--- config.mk ---
export PLATFORM = sky130hd
export DESIGN_NAME = liniap_regs
export DESIGN_NICKNAME = d
export VERILOG_FILES = /design/src/shared/liniap_pkg.sv /design/src/verilog/liniap_frame_buf.sv /design/src/verilog/liniap_regs.sv
export SDC_FILE = /design/constraint.sdc
export NUM_CORES = 1
export LEC_CHECK = 0
export ABC_AREA = 1
export BUFFER_PORTS_ARGS = -buffer_cell sky130_fd_sc_hd__buf_2
export CORE_MARGIN = 3
export CORE_UTILIZATION = 49
export CTS_CLUSTER_SIZE = 30
export DETAILED_ROUTE_END_ITERATION = 7
export PLACE_DENSITY = 0.74
export SETUP_SLACK_MARGIN = 0.15
export SLEW_MARGIN = 5
export SYNTH_ARGS = -nofsm -noshare
export SYNTH_HDL_FRONTEND = slang
export SYNTH_SLANG_ARGS = --single-unit
--- constraint.sdc ---
create_clock -name i_clk -period 3.12 [get_ports i_clk]
set_input_delay 0.624 -clock i_clk [delete_from_list [all_inputs] [get_ports i_clk]]
set_output_delay 0.624 -clock i_clk [all_outputs]
set_load 0.02 [all_outputs]
--- src/shared/liniap_pkg.sv ---
// constants, field layout and reset values of the indirect register port
// Summary of operation
// - Pointer at 0xD3 page 0x00, 8 bits, reset zero, selects the register.
// - A read of the window at 0xD2 returns the selected register.
// - A window write stores the byte into the selected register; status and error ignore writes.
// - Config bit 7 at 0xC9 page 0x0F enables the interface, reset 0.
// - Config bit 6 selects master when 1, slave when 0, reset 1.
// - Config bit 5 selects automatic bit rate, reset 1, slave only.
// - Configuration bits 4 to 0 read as zero and ignore writes.
// - Fifteen indirect registers sit at 0x00 to 0x0E, data bytes first.
// - Master-only bits work only in master, slave-only bits only in slave.
// - In slave, data and identifier need a pending request and an idle bus.
package liniap_pkg;

  // direct register addresses and pages
  localparam logic [7:0] SFR_PTR_ADDR  = 8'hD3;
  localparam logic [7:0] SFR_DAT_ADDR  = 8'hD2;
  localparam logic [7:0] SFR_CFG_ADDR  = 8'hC9;
  localparam logic [7:0] SFR_LIN_PAGE  = 8'h00;
  localparam logic [7:0] SFR_CFG_PAGE  = 8'h0F;

  // indirect register indices
  localparam logic [7:0] IDX_DATA_LAST = 8'h07;
  localparam logic [7:0] IDX_CTRL      = 8'h08;
  localparam logic [7:0] IDX_STAT      = 8'h09;
  localparam logic [7:0] IDX_ERR       = 8'h0A;
  localparam logic [7:0] IDX_SIZE      = 8'h0B;
  localparam logic [7:0] IDX_DIV       = 8'h0C;
  localparam logic [7:0] IDX_MUL       = 8'h0D;
  localparam logic [7:0] IDX_ID        = 8'h0E;
  localparam int         DATA_BYTES    = 8;
  localparam int         DATA_IDX_W    = 3;

  // configuration register
  localparam int         CFG_EN_BIT    = 7;
  localparam int         CFG_MODE_BIT  = 6;
  localparam int         CFG_AUTO_BIT  = 5;
  localparam logic [7:0] CFG_RESET     = 8'h60;

  // control register bits
  localparam int         CTL_STOP      = 7;
  localparam int         CTL_SLEEP     = 6;
  localparam int         CTL_TXRX      = 5;
  localparam int         CTL_DTACK     = 4;
  localparam int         CTL_RSTINT    = 3;
  localparam int         CTL_RSTERR    = 2;
  localparam int         CTL_WUPREQ    = 1;
  localparam int         CTL_STREQ     = 0;

  // status bits read by the access gate
  localparam int         STAT_ACTIVE   = 7;
  localparam int         STAT_DATA_REQ = 4;

  // access masks per mode
  localparam logic [7:0] CTL_MASTER_ONLY  = 8'h01;
  localparam logic [7:0] CTL_SLAVE_ONLY   = 8'hD0;
  localparam logic [7:0] STAT_SLAVE_ONLY  = 8'h30;
  localparam logic [7:0] ERR_SLAVE_ONLY   = 8'h18;
  localparam logic [7:0] ERR_IMPL_MASK    = 8'h1F;
  localparam logic [7:0] ALL_BITS         = 8'hFF;
  localparam logic [7:0] NO_BITS          = 8'h00;

  // size and identifier layout
  localparam int         SIZE_ENH_BIT  = 7;
  localparam int         SIZE_LEN_W    = 4;
  localparam int         ID_W          = 6;

endpackage

--- src/verilog/liniap_frame_buf.sv ---
// eight-byte frame data buffer shared by software and the protocol engine
`timescale 1ns/100ps
module liniap_frame_buf (
  input  wire logic                                 i_clk,
  input  wire logic                                 i_nrst,
  input  wire logic                                 i_cpu_we,
  input  wire logic [liniap_pkg::DATA_IDX_W-1:0]    i_cpu_idx,
  input  wire logic [7:0]                           i_cpu_byte,
  input  wire logic                                 i_rx_we,
  input  wire logic [liniap_pkg::DATA_IDX_W-1:0]    i_rx_idx,
  input  wire logic [7:0]                           i_rx_byte,
  output logic      [7:0]                           o_sel_byte,
  output logic      [8*liniap_pkg::DATA_BYTES-1:0]  o_bytes
);

  typedef struct packed {
    logic [liniap_pkg::DATA_BYTES-1:0][7:0] b;
  } liniap_buf_t;

  liniap_buf_t st_ff;
  liniap_buf_t nxt_st;

  // engine store wins over a software store to the same byte
  always_comb begin
    nxt_st = st_ff;
    if (i_cpu_we) begin
      nxt_st.b[i_cpu_idx] = i_cpu_byte;
    end
    if (i_rx_we) begin
      nxt_st.b[i_rx_idx] = i_rx_byte;
    end
  end

  always_ff @(posedge i_clk or negedge i_nrst) begin
    if (!i_nrst) begin
      st_ff <= '0;
    end else begin
      st_ff <= nxt_st;
    end
  end

  assign o_sel_byte = st_ff.b[i_cpu_idx];

  genvar g;
  generate
    for (g = 0; g < liniap_pkg::DATA_BYTES; g++) begin : g_out
      assign o_bytes[8*g +: 8] = st_ff.b[g];
    end
  endgenerate
endmodule

--- src/verilog/liniap_regs.sv ---
// direct registers, pointer/window decode and indirect register bank
`timescale 1ns/100ps
module liniap_regs (
  input  wire logic                   i_clk,
  input  wire logic                   i_nrst,
  // special function register port
  input  wire logic [7:0]             i_sfr_addr,
  input  wire logic [7:0]             i_sfr_page,
  input  wire logic                   i_sfr_wr,
  input  wire logic                   i_sfr_rd,
  input  wire logic [7:0]             i_sfr_wdata,
  output logic      [7:0]             o_sfr_rdata,
  // protocol engine side
  input  wire logic [7:0]             i_frame_status,
  input  wire logic [7:0]             i_frame_error,
  input  wire logic                   i_streq_done,
  input  wire logic                   i_dtack_done,
  input  wire logic                   i_wupreq_done,
  input  wire logic                   i_rx_we,
  input  wire logic [2:0]             i_rx_idx,
  input  wire logic [7:0]             i_rx_byte,
  input  wire logic                   i_id_we,
  input  wire logic [5:0]             i_id_val,
  output logic                        o_enable,
  output logic                        o_master,
  output logic                        o_auto_bitrate,
  output logic                        o_ctrl_sleep,
  output logic                        o_ctrl_txrx,
  output logic                        o_ctrl_dtack,
  output logic                        o_ctrl_wupreq,
  output logic                        o_ctrl_streq,
  output logic                        o_stop_pulse,
  output logic                        o_rstint_pulse,
  output logic                        o_rsterr_pulse,
  output logic                        o_checksum_enh,
  output logic      [3:0]             o_frame_len,
  output logic      [7:0]             o_div,
  output logic      [7:0]             o_mul,
  output logic      [5:0]             o_id,
  output logic      [63:0]            o_data_bytes
);

  typedef struct packed {
    logic [7:0] ptr;
    logic       en;
    logic       master;
    logic       auto_sel;
    logic       auto_eff;
    logic       sleep;
    logic       txrx;
    logic       dtack;
    logic       wupreq;
    logic       streq;
    logic       stop_p;
    logic       rstint_p;
    logic       rsterr_p;
    logic       enh;
    logic [3:0] len;
    logic [7:0] div;
    logic [7:0] mul;
    logic [5:0] id;
    logic [7:0] rdata;
  } liniap_regs_t;

  liniap_regs_t st_ff;
  liniap_regs_t nxt_st;

  function automatic logic sfr_hit(input logic [7:0] addr,
                                   input logic [7:0] page,
                                   input logic [7:0] want_addr,
                                   input logic [7:0] want_page);
    sfr_hit = (addr == want_addr) && (page == want_page);
  endfunction

  // bits of the selected indirect register reachable in this mode
  function automatic logic [7:0] vis_mask(input logic [7:0] idx,
                                          input logic       master,
                                          input logic       frame_ok);
    logic [7:0] m;
    m = liniap_pkg::NO_BITS;
    if (idx <= liniap_pkg::IDX_DATA_LAST || idx == liniap_pkg::IDX_ID) begin
      m = frame_ok ? liniap_pkg::ALL_BITS : liniap_pkg::NO_BITS;
    end else if (idx == liniap_pkg::IDX_CTRL) begin
      m = master ? ~liniap_pkg::CTL_SLAVE_ONLY
                 : ~liniap_pkg::CTL_MASTER_ONLY;
    end else if (idx == liniap_pkg::IDX_STAT) begin
      m = master ? ~liniap_pkg::STAT_SLAVE_ONLY : liniap_pkg::ALL_BITS;
    end else if (idx == liniap_pkg::IDX_ERR) begin
      m = master ? ~liniap_pkg::ERR_SLAVE_ONLY : liniap_pkg::ALL_BITS;
    end else if (idx <= liniap_pkg::IDX_ID) begin
      m = liniap_pkg::ALL_BITS;
    end
    vis_mask = m;
  endfunction

  logic       hit_ptr;
  logic       hit_dat;
  logic       hit_cfg;
  logic       win_wr;
  logic       frame_ok;
  logic [7:0] vis;
  logic [7:0] wm;
  logic [7:0] wd;
  logic [7:0] buf_byte;
  logic [7:0] win_val;
  logic [7:0] cfg_val;
  logic       buf_we;

  assign hit_ptr = sfr_hit(i_sfr_addr, i_sfr_page,
                           liniap_pkg::SFR_PTR_ADDR, liniap_pkg::SFR_LIN_PAGE);
  assign hit_dat = sfr_hit(i_sfr_addr, i_sfr_page,
                           liniap_pkg::SFR_DAT_ADDR, liniap_pkg::SFR_LIN_PAGE);
  assign hit_cfg = sfr_hit(i_sfr_addr, i_sfr_page,
                           liniap_pkg::SFR_CFG_ADDR, liniap_pkg::SFR_CFG_PAGE);
  assign win_wr  = i_sfr_wr && hit_dat;
  assign frame_ok = st_ff.master ||
                    (i_frame_status[liniap_pkg::STAT_DATA_REQ] &&
                     !i_frame_status[liniap_pkg::STAT_ACTIVE]);
  assign vis     = vis_mask(st_ff.ptr, st_ff.master, frame_ok);
  assign wm      = win_wr ? vis : liniap_pkg::NO_BITS;
  assign wd      = i_sfr_wdata;
  assign buf_we  = win_wr && (st_ff.ptr <= liniap_pkg::IDX_DATA_LAST) &&
                   frame_ok;

  liniap_frame_buf u_buf (
    .i_clk      (i_clk),
    .i_nrst     (i_nrst),
    .i_cpu_we   (buf_we),
    .i_cpu_idx  (st_ff.ptr[liniap_pkg::DATA_IDX_W-1:0]),
    .i_cpu_byte (wd),
    .i_rx_we    (i_rx_we),
    .i_rx_idx   (i_rx_idx),
    .i_rx_byte  (i_rx_byte),
    .o_sel_byte (buf_byte),
    .o_bytes    (o_data_bytes)
  );

  // low configuration bits are built as zero
  assign cfg_val = {st_ff.en, st_ff.master, st_ff.auto_sel,
                    5'h00};

  // window read mux; one-shot control bits read as zero
  always_comb begin
    win_val = liniap_pkg::NO_BITS;
    if (st_ff.ptr <= liniap_pkg::IDX_DATA_LAST) begin
      win_val = buf_byte;
    end else if (st_ff.ptr == liniap_pkg::IDX_CTRL) begin
      win_val = {1'b0, st_ff.sleep, st_ff.txrx, st_ff.dtack,
                 2'h0, st_ff.wupreq, st_ff.streq};
    end else if (st_ff.ptr == liniap_pkg::IDX_STAT) begin
      win_val = i_frame_status;
    end else if (st_ff.ptr == liniap_pkg::IDX_ERR) begin
      win_val = i_frame_error & liniap_pkg::ERR_IMPL_MASK;
    end else if (st_ff.ptr == liniap_pkg::IDX_SIZE) begin
      win_val = {st_ff.enh, 3'h0, st_ff.len};
    end else if (st_ff.ptr == liniap_pkg::IDX_DIV) begin
      win_val = st_ff.div;
    end else if (st_ff.ptr == liniap_pkg::IDX_MUL) begin
      win_val = st_ff.mul;
    end else if (st_ff.ptr == liniap_pkg::IDX_ID) begin
      win_val = {2'h0, st_ff.id};
    end
    win_val = win_val & vis;
  end

  always_comb begin
    nxt_st          = st_ff;
    nxt_st.stop_p   = 1'b0;
    nxt_st.rstint_p = 1'b0;
    nxt_st.rsterr_p = 1'b0;
    // engine clears of request bits
    if (i_streq_done) begin
      nxt_st.streq = 1'b0;
    end
    if (i_dtack_done) begin
      nxt_st.dtack = 1'b0;
    end
    if (i_wupreq_done) begin
      nxt_st.wupreq = 1'b0;
    end
    if (i_id_we) begin
      nxt_st.id = i_id_val;
    end
    if (i_sfr_wr && hit_ptr) begin
      nxt_st.ptr = wd;
    end
    if (i_sfr_wr && hit_cfg) begin
      nxt_st.en     = wd[liniap_pkg::CFG_EN_BIT];
      nxt_st.master = wd[liniap_pkg::CFG_MODE_BIT];
      nxt_st.auto_sel = wd[liniap_pkg::CFG_AUTO_BIT];
    end
    // a software write of 1 overrides an engine clear in the same cycle
    if (st_ff.ptr == liniap_pkg::IDX_CTRL) begin
      if (wm[liniap_pkg::CTL_STREQ]) begin
        nxt_st.streq = wd[liniap_pkg::CTL_STREQ];
      end
      if (wm[liniap_pkg::CTL_DTACK]) begin
        nxt_st.dtack = wd[liniap_pkg::CTL_DTACK];
      end
      if (wm[liniap_pkg::CTL_WUPREQ]) begin
        nxt_st.wupreq = wd[liniap_pkg::CTL_WUPREQ];
      end
      if (wm[liniap_pkg::CTL_SLEEP]) begin
        nxt_st.sleep = wd[liniap_pkg::CTL_SLEEP];
      end
      if (wm[liniap_pkg::CTL_TXRX]) begin
        nxt_st.txrx = wd[liniap_pkg::CTL_TXRX];
      end
      nxt_st.stop_p   = wm[liniap_pkg::CTL_STOP] && wd[liniap_pkg::CTL_STOP];
      nxt_st.rstint_p = wm[liniap_pkg::CTL_RSTINT] &&
                        wd[liniap_pkg::CTL_RSTINT];
      nxt_st.rsterr_p = wm[liniap_pkg::CTL_RSTERR] &&
                        wd[liniap_pkg::CTL_RSTERR];
    end
    if (win_wr && st_ff.ptr == liniap_pkg::IDX_SIZE) begin
      nxt_st.enh = wd[liniap_pkg::SIZE_ENH_BIT];
      nxt_st.len = wd[liniap_pkg::SIZE_LEN_W-1:0];
    end
    if (win_wr && st_ff.ptr == liniap_pkg::IDX_DIV) begin
      nxt_st.div = wd;
    end
    if (win_wr && st_ff.ptr == liniap_pkg::IDX_MUL) begin
      nxt_st.mul = wd;
    end
    if (st_ff.ptr == liniap_pkg::IDX_ID && wm != liniap_pkg::NO_BITS) begin
      nxt_st.id = wd[liniap_pkg::ID_W-1:0];
    end
    nxt_st.auto_eff = nxt_st.auto_sel && !nxt_st.master;
    if (i_sfr_rd) begin
      if (hit_ptr) begin
        nxt_st.rdata = st_ff.ptr;
      end else if (hit_dat) begin
        nxt_st.rdata = win_val;
      end else if (hit_cfg) begin
        nxt_st.rdata = cfg_val;
      end else begin
        nxt_st.rdata = liniap_pkg::NO_BITS;
      end
    end
  end

  always_ff @(posedge i_clk or negedge i_nrst) begin
    if (!i_nrst) begin
      st_ff <= '{en:       liniap_pkg::CFG_RESET[liniap_pkg::CFG_EN_BIT],
                 master:   liniap_pkg::CFG_RESET[liniap_pkg::CFG_MODE_BIT],
                 auto_sel: liniap_pkg::CFG_RESET[liniap_pkg::CFG_AUTO_BIT],
                 default:  '0};
    end else begin
      st_ff <= nxt_st;
    end
  end

  assign o_sfr_rdata    = st_ff.rdata;
  assign o_enable       = st_ff.en;
  assign o_master       = st_ff.master;
  assign o_auto_bitrate = st_ff.auto_eff;
  assign o_ctrl_sleep   = st_ff.sleep;
  assign o_ctrl_txrx    = st_ff.txrx;
  assign o_ctrl_dtack   = st_ff.dtack;
  assign o_ctrl_wupreq  = st_ff.wupreq;
  assign o_ctrl_streq   = st_ff.streq;
  assign o_stop_pulse   = st_ff.stop_p;
  assign o_rstint_pulse = st_ff.rstint_p;
  assign o_rsterr_pulse = st_ff.rsterr_p;
  assign o_checksum_enh = st_ff.enh;
  assign o_frame_len    = st_ff.len;
  assign o_div          = st_ff.div;
  assign o_mul          = st_ff.mul;
  assign o_id           = st_ff.id;
endmodule

== Word-level counts from Yosys, hierarchy flattened ==
Cells that the tools add are included.

* Reduce and logical (&&, ||, !) cells: 28
* Equality and inequality tests: 11
* Multiplexer cells: 41
* Magnitude comparators: 6
* Bitwise logic cells: 1

{| class="wikitable"
|+ Operator list
! operator !! number
|-
| two-way mux 8 bit || 21
|-
| bitwise mux 64 bit || 2
|-
| two-way mux 64 bit || 2
|-
| == test 8 x 4 -> 1 bit (second input constant) || 8
|-
| demux 8 bit (select 3 bit) || 2
|-
| two-way mux 6 bit || 5
|-
| binary-select mux 8 bit (select 3 bit) || 1
|-
| == test 8 bit (second input constant) || 3
|-
| logical AND 1 bit || 19
|-
| bitwise AND 8 bit || 1
|-
| less-or-equal comparator 8 x 3 -> 1 bit (second input constant) || 1
|-
| less-or-equal comparator 8 x 4 -> 1 bit (second input constant) || 1
|-
| zero test 8 bit || 1
|-
| less-than comparator 3 x 4 -> 1 bit (second input constant) || 2
|-
| nonzero test 8 bit || 1
|-
| greater-or-equal comparator 3 x 1 -> 1 bit (second input constant) || 2
|-
| two-way mux 1 bit || 6
|-
| two-way mux 5 bit || 1
|-
| AND reduction 2 bit || 2
|-
| zero test 1 bit || 2
|-
| logical OR 1 bit || 2
|-
| two-way mux 2 bit || 1
|-
| nonzero test 2 bit || 1
|}

* Logic and storage cells: 114
* Register bits after elaboration: 119
* Bits of input ports: 66

== Longest topological paths before layout ==
* Word-level depth: 12
* Gate-level depth with buffers: 14
* Gate-level depth less buffers: 13

== Hierarchy ==
Synthesis repeated with hierarchy kept, for this count alone.

* Cells, all modules: 1156
* Area total of the unflattened synthesis: 7647.3 sq um

{| class="wikitable"
|+ By module, submodules not included
! module !! instances !! cells each !! area an instance (sq um) !! seq. area each (sq um)
|-
| liniap_frame_buf || 1 || 666 || 4126.5 || 1601.5
|-
| liniap_regs || 1 || 490 || 3520.9 || 1378.8
|}

== Worst setup path after synthesis ==
No wires, ideal clock.

* Path type: input-to-reg
* Start: input i_sfr_page[7]
* End: register st_ff, in the netlist o_id[0]
* Required time: 2.995 ns
* Library setup time: 0.125 ns
* Setup slack: 1.202 ns
* Data arrival time: 1.793 ns
* Stages on the path: 10
* Cell sequence: nor2_1 -> nand2_1 -> nor2_2 -> nand3_1 -> inv_1 -> nand3_4 -> inv_1 -> nand3_1 -> nand3_1 -> nand3_1

* Word-level cells in the longest chain between the ends: 7
* Elaborated cells on any way between the ends: 8
* Those cells by class: mux (2); reduce/logical (6)

{| class="wikitable"
|+ Ends and longest elaborated chain
! element !! RTL line !! source
|-
| from (decl) || liniap_regs.sv:8 || <nowiki>input wire logic [7:0] i_sfr_page,</nowiki>
|-
| zero test 8 bit (*) || liniap_regs.sv:72 || <nowiki>sfr_hit = (addr == want_addr) && (page == want_page);</nowiki>
|-
| logical AND 1 bit (*) || liniap_regs.sv:72 ||
|-
| logical AND 1 bit (*) || liniap_regs.sv:115 || <nowiki>assign win_wr = i_sfr_wr && hit_dat;</nowiki>
|-
| two-way mux 8 bit (*) || liniap_regs.sv:120 || <nowiki>assign wm = win_wr ? vis : liniap_pkg::NO_BITS;</nowiki>
|-
| nonzero test 8 bit (*) || liniap_regs.sv:225 || <nowiki>if (st_ff.ptr == liniap_pkg::IDX_ID && wm != liniap_pkg::NO_BITS) begin</nowiki>
|-
| logical AND 1 bit (*) || liniap_regs.sv:225 ||
|-
| two-way mux 6 bit or nonzero test 2 bit (tied branches) || -- ||
|-
| to (signal assigned) || liniap_regs.sv:244 || <nowiki>st_ff <= '{en: liniap_pkg::CFG_RESET[liniap_pkg::CFG_EN_BIT],</nowiki>
|-
| to (signal assigned) || liniap_regs.sv:249 || <nowiki>st_ff <= nxt_st;</nowiki>
|-
| to (decl) || liniap_regs.sv:65 || <nowiki>liniap_regs_t st_ff;</nowiki>
|}

Mark *: on every way between the ends. The rest lies on a longest branch, timed or not.
A chain may end at the register's enable or synchronous reset.

==> metrics.md <==
| Metric | Value |
|---|---|
| Design area | 9280 um2 |
| Drt pass-1 iters | 6 |
| Final ANT Viol Nets | 0 |
| Die Y | 132 um |
| Core region area | 15400 um2 |
| Worst Path Arrival | 2.76 ns |
| Num CTS Buffers | 17 |
| Share of layout cells above drive strength 1 | 19.5% |
| Total setup buffers inserted after CTS | 0 |
| Peak supply drop | 380 uV |
| Post-synth EDFFs | 0 |
| Synthesized cell area | 7790 um2 |
| Vias/cell | ~5.5 |
| RSZ-0062 raised after global routing | no |
| Worst EP required | 3.44 ns |
| Highest clock rate | 410 MHz |
| Area grow syn2layout | 19.1% |
| Ports | 176 |
| Post-synth top area cell | dfrtp_1 |
| Synth Register Bits | 119 |
| Synth Warn # | 0 |
| DRC viols | 0 |
| Final period utilization | 78.2% |
| Initial Util | 50.7% |
| Worst-skew pair later-pin latency | 0.43 ns |
| TritonCTS clock tree | built |
| Clock Path Buffers | 2 |
| Initial detailed-routing violation count | 964 |
| Total gr overflow | 0 |
| Max_slew headroom | around 56% |
| DR vias | ~8400 |
| Final setup viols | 0 |
| Placed cell area | 8600 um2 |
| Worst R2R End | u_buf.o_bytes[2] |
| Synth area leaders | dfrtp_1 38%, nand2_1 18%, nand3_1 8.8% |
| Root Buffer | clkbuf_16 |
| Post-CTS sizing | 0 |
| Htree depth | 4 |
| Register area share after synthesis | 38.3% |
| Crit path capture type | register |
| DR WL/cell | between 15 and 20 um |
| # rows | 45 |
| Final net count | 1379 |
| Wirelength, routed | 27.2 mm |
| Sum Neg Setup Slack | 0 ns |
| DIE WIDTH | roughly 130 um |
| Syn Area/Cell | 6.61 um2 |
| Worst R2R Setup Slack | 0.68 ns |
| Global placement routability congestion | 0.949 |
| Fin. Hold Viols | 0 |
| Clock skew | 0.0101 ns |
| GRT Overall Usage | a little under a third |
| Antenna fix cells | 0 |
| Antenna violations before repair | 0 |
| Reg clk slew, reported paths | approximately 0.06 ns |
| Fin crit period | 2.44 ns |
| Synth unique cells | 31 |
| Final Max Tran Viols | 0 |
| Cells after Synth | 1179 |
| Measured slew at the worst slew-check pin | 0.667 ns |
| Hold_buf cts | 0 |
| Vias in the first global route | ~7800 |
| Largest net degree at the start of global routing | slightly above 50 |
| Hold Slack | around 0.22 ns |
| Share of synthesized registers carrying an async set or reset | 100% |
| RR Startpoint | st_ff[53] |
| Hold Path Class | in2async |
| Post-synth top area share | 37.6% |
| Leakage | 0.00516 uW |
| CTS Sinks | 119 |
| Maxcap violations | 0 |
| Port Buffers | 172 |
| First-pass GRT wire length | 42.8 mm |
| Status | finished clean |
| DIE AREA | 17400 um2 |
| Worst Path Max Fanout | 27 |
| PD cells | between 500 and 600 nW/um2 |
| Setup crit start kind | register |
| Worst reg-to-reg path cell count | 12 |
| Synth Flop Type | dfrtp_1 |
| Synth Net Count | 1245 |
| WS Path Type | reg2reg |
| Dpl hpwl | 19.4 mm |
## Yosys cell counts, types with 4 or more instances
cell / count
nor2_1: 136
inv_1: 153
dfrtp_1: 117
a21oi_1: 12
buf_2: 12
nand3b_1: 4
inv_2: 9
nand3_1: 137
buf_6: 8
nor3_1: 8
o21ai_1: 11
o21ai_0: 43
clkbuf_1: 23
nand2_1: 371
nand4_1: 71
buf_4: 35
## final cells by class
class	instances	area (um2)
fill	1486	6090
timing repair buffer	195	1050
clock buffer	18	439
clock inverter	14	244
multi-input combinational	818	3690
tap	211	264
sequential	119	2980
inverter	162	608
## worst max-delay path, stage by stage (launching register included)
cell and delay [ns]:
dfrtp_1 0.44, inv_2 0.07, nand2_1 0.08, nor2_4 0.15, nand2_4 0.10, inv_2 0.22, nand2_2 0.13, nor2_8 0.39
nand3_1 0.37, nand2_1 0.14, nand3_1 0.09, nand2_1 0.08, inv_1 0.05
## flip-flops by register name, indices dropped and copies added, names as in the netlist, 4 cells and up
| name | cells |
|---|---|
| u_buf.o_bytes | 64 |
| o_div | 8 |
| o_mul | 8 |
| o_sfr_rdata | 8 |
| st_ff | 8 |
| o_id | 6 |
| o_frame_len | 4 |
## cells in the final DEF, fill, tap and decap left out, types with 4 or more instances in the layout
cell,netlist,final
inv_1,153,153
nand3_1,137,137
nor2_1,136,136
nor3_1,8,8
nand3b_1,4,4
inv_2,9,9
a21oi_1,12,12
nand4_1,71,71
buf_4,35,23
o21ai_0,43,43
o21ai_1,11,11
nand2_1,371,371
bufinv_16,0,6
dfrtp_1,117,117
clkbuf_16,0,17
buf_2,12,171
## power breakdown
group / switching [uW] / internal (uW)
combinational: 693 / 342
clock: 771 / 1530
sequential: 184 / 1730
total: 1650 / 3600
## how the worst max path moves through the flow
| stage | endpoint | from | depth (start not counted) |
|---|---|---|---|
| 3_5_place_dp | u_buf.o_bytes[37] | i_sfr_page[7] | 11 |
| 5_1_grt | u_buf.o_bytes[9] | st_ff[52] | 12 |
| 2_1_floorplan | o_id[0] | i_sfr_page[7] | 10 |
| 6_report | u_buf.o_bytes[2] | st_ff[53] | 12 |
| 3_3_place_gp | u_buf.o_bytes[5] | i_sfr_page[7] | 11 |
| 4_1_cts | u_buf.o_bytes[37] | st_ff[53] | 12 |
## metal layers
layer | global-route usage (%) | vias up | part of all wire, %
met5 | 0 | - | 0
met4 | 15.6 | 0 | 5.2
met3 | 5.69 | 108 | 9.5
met2 | 49.9 | 470 | 46
met1 | 40.6 | 3823 | 39
li1 | - | 3976 | -
## cells by family after synthesis
logic type / Yosys count / synth area share, %
simple gates: 751 / 43.1
flops: 119 / 38.3
compound gates: 67 / 4.34
buf+inv: 242 / 14.3
## through the flow
step	utilization, %	power [uW]	std cells	worst slack (ns)
2_1_floorplan	-	2530	1179	1.20
3_3_place_gp	55.9	2950	1505	0.592
3_5_place_dp	55.9	2960	1505	0.551
4_1_cts	60.4	5250	1537	0.753
5_1_grt	60.4	5460	1537	0.536
6_report	60.4	5250	1537	0.681
Note: power is estimated with default switching activity, not from simulation.
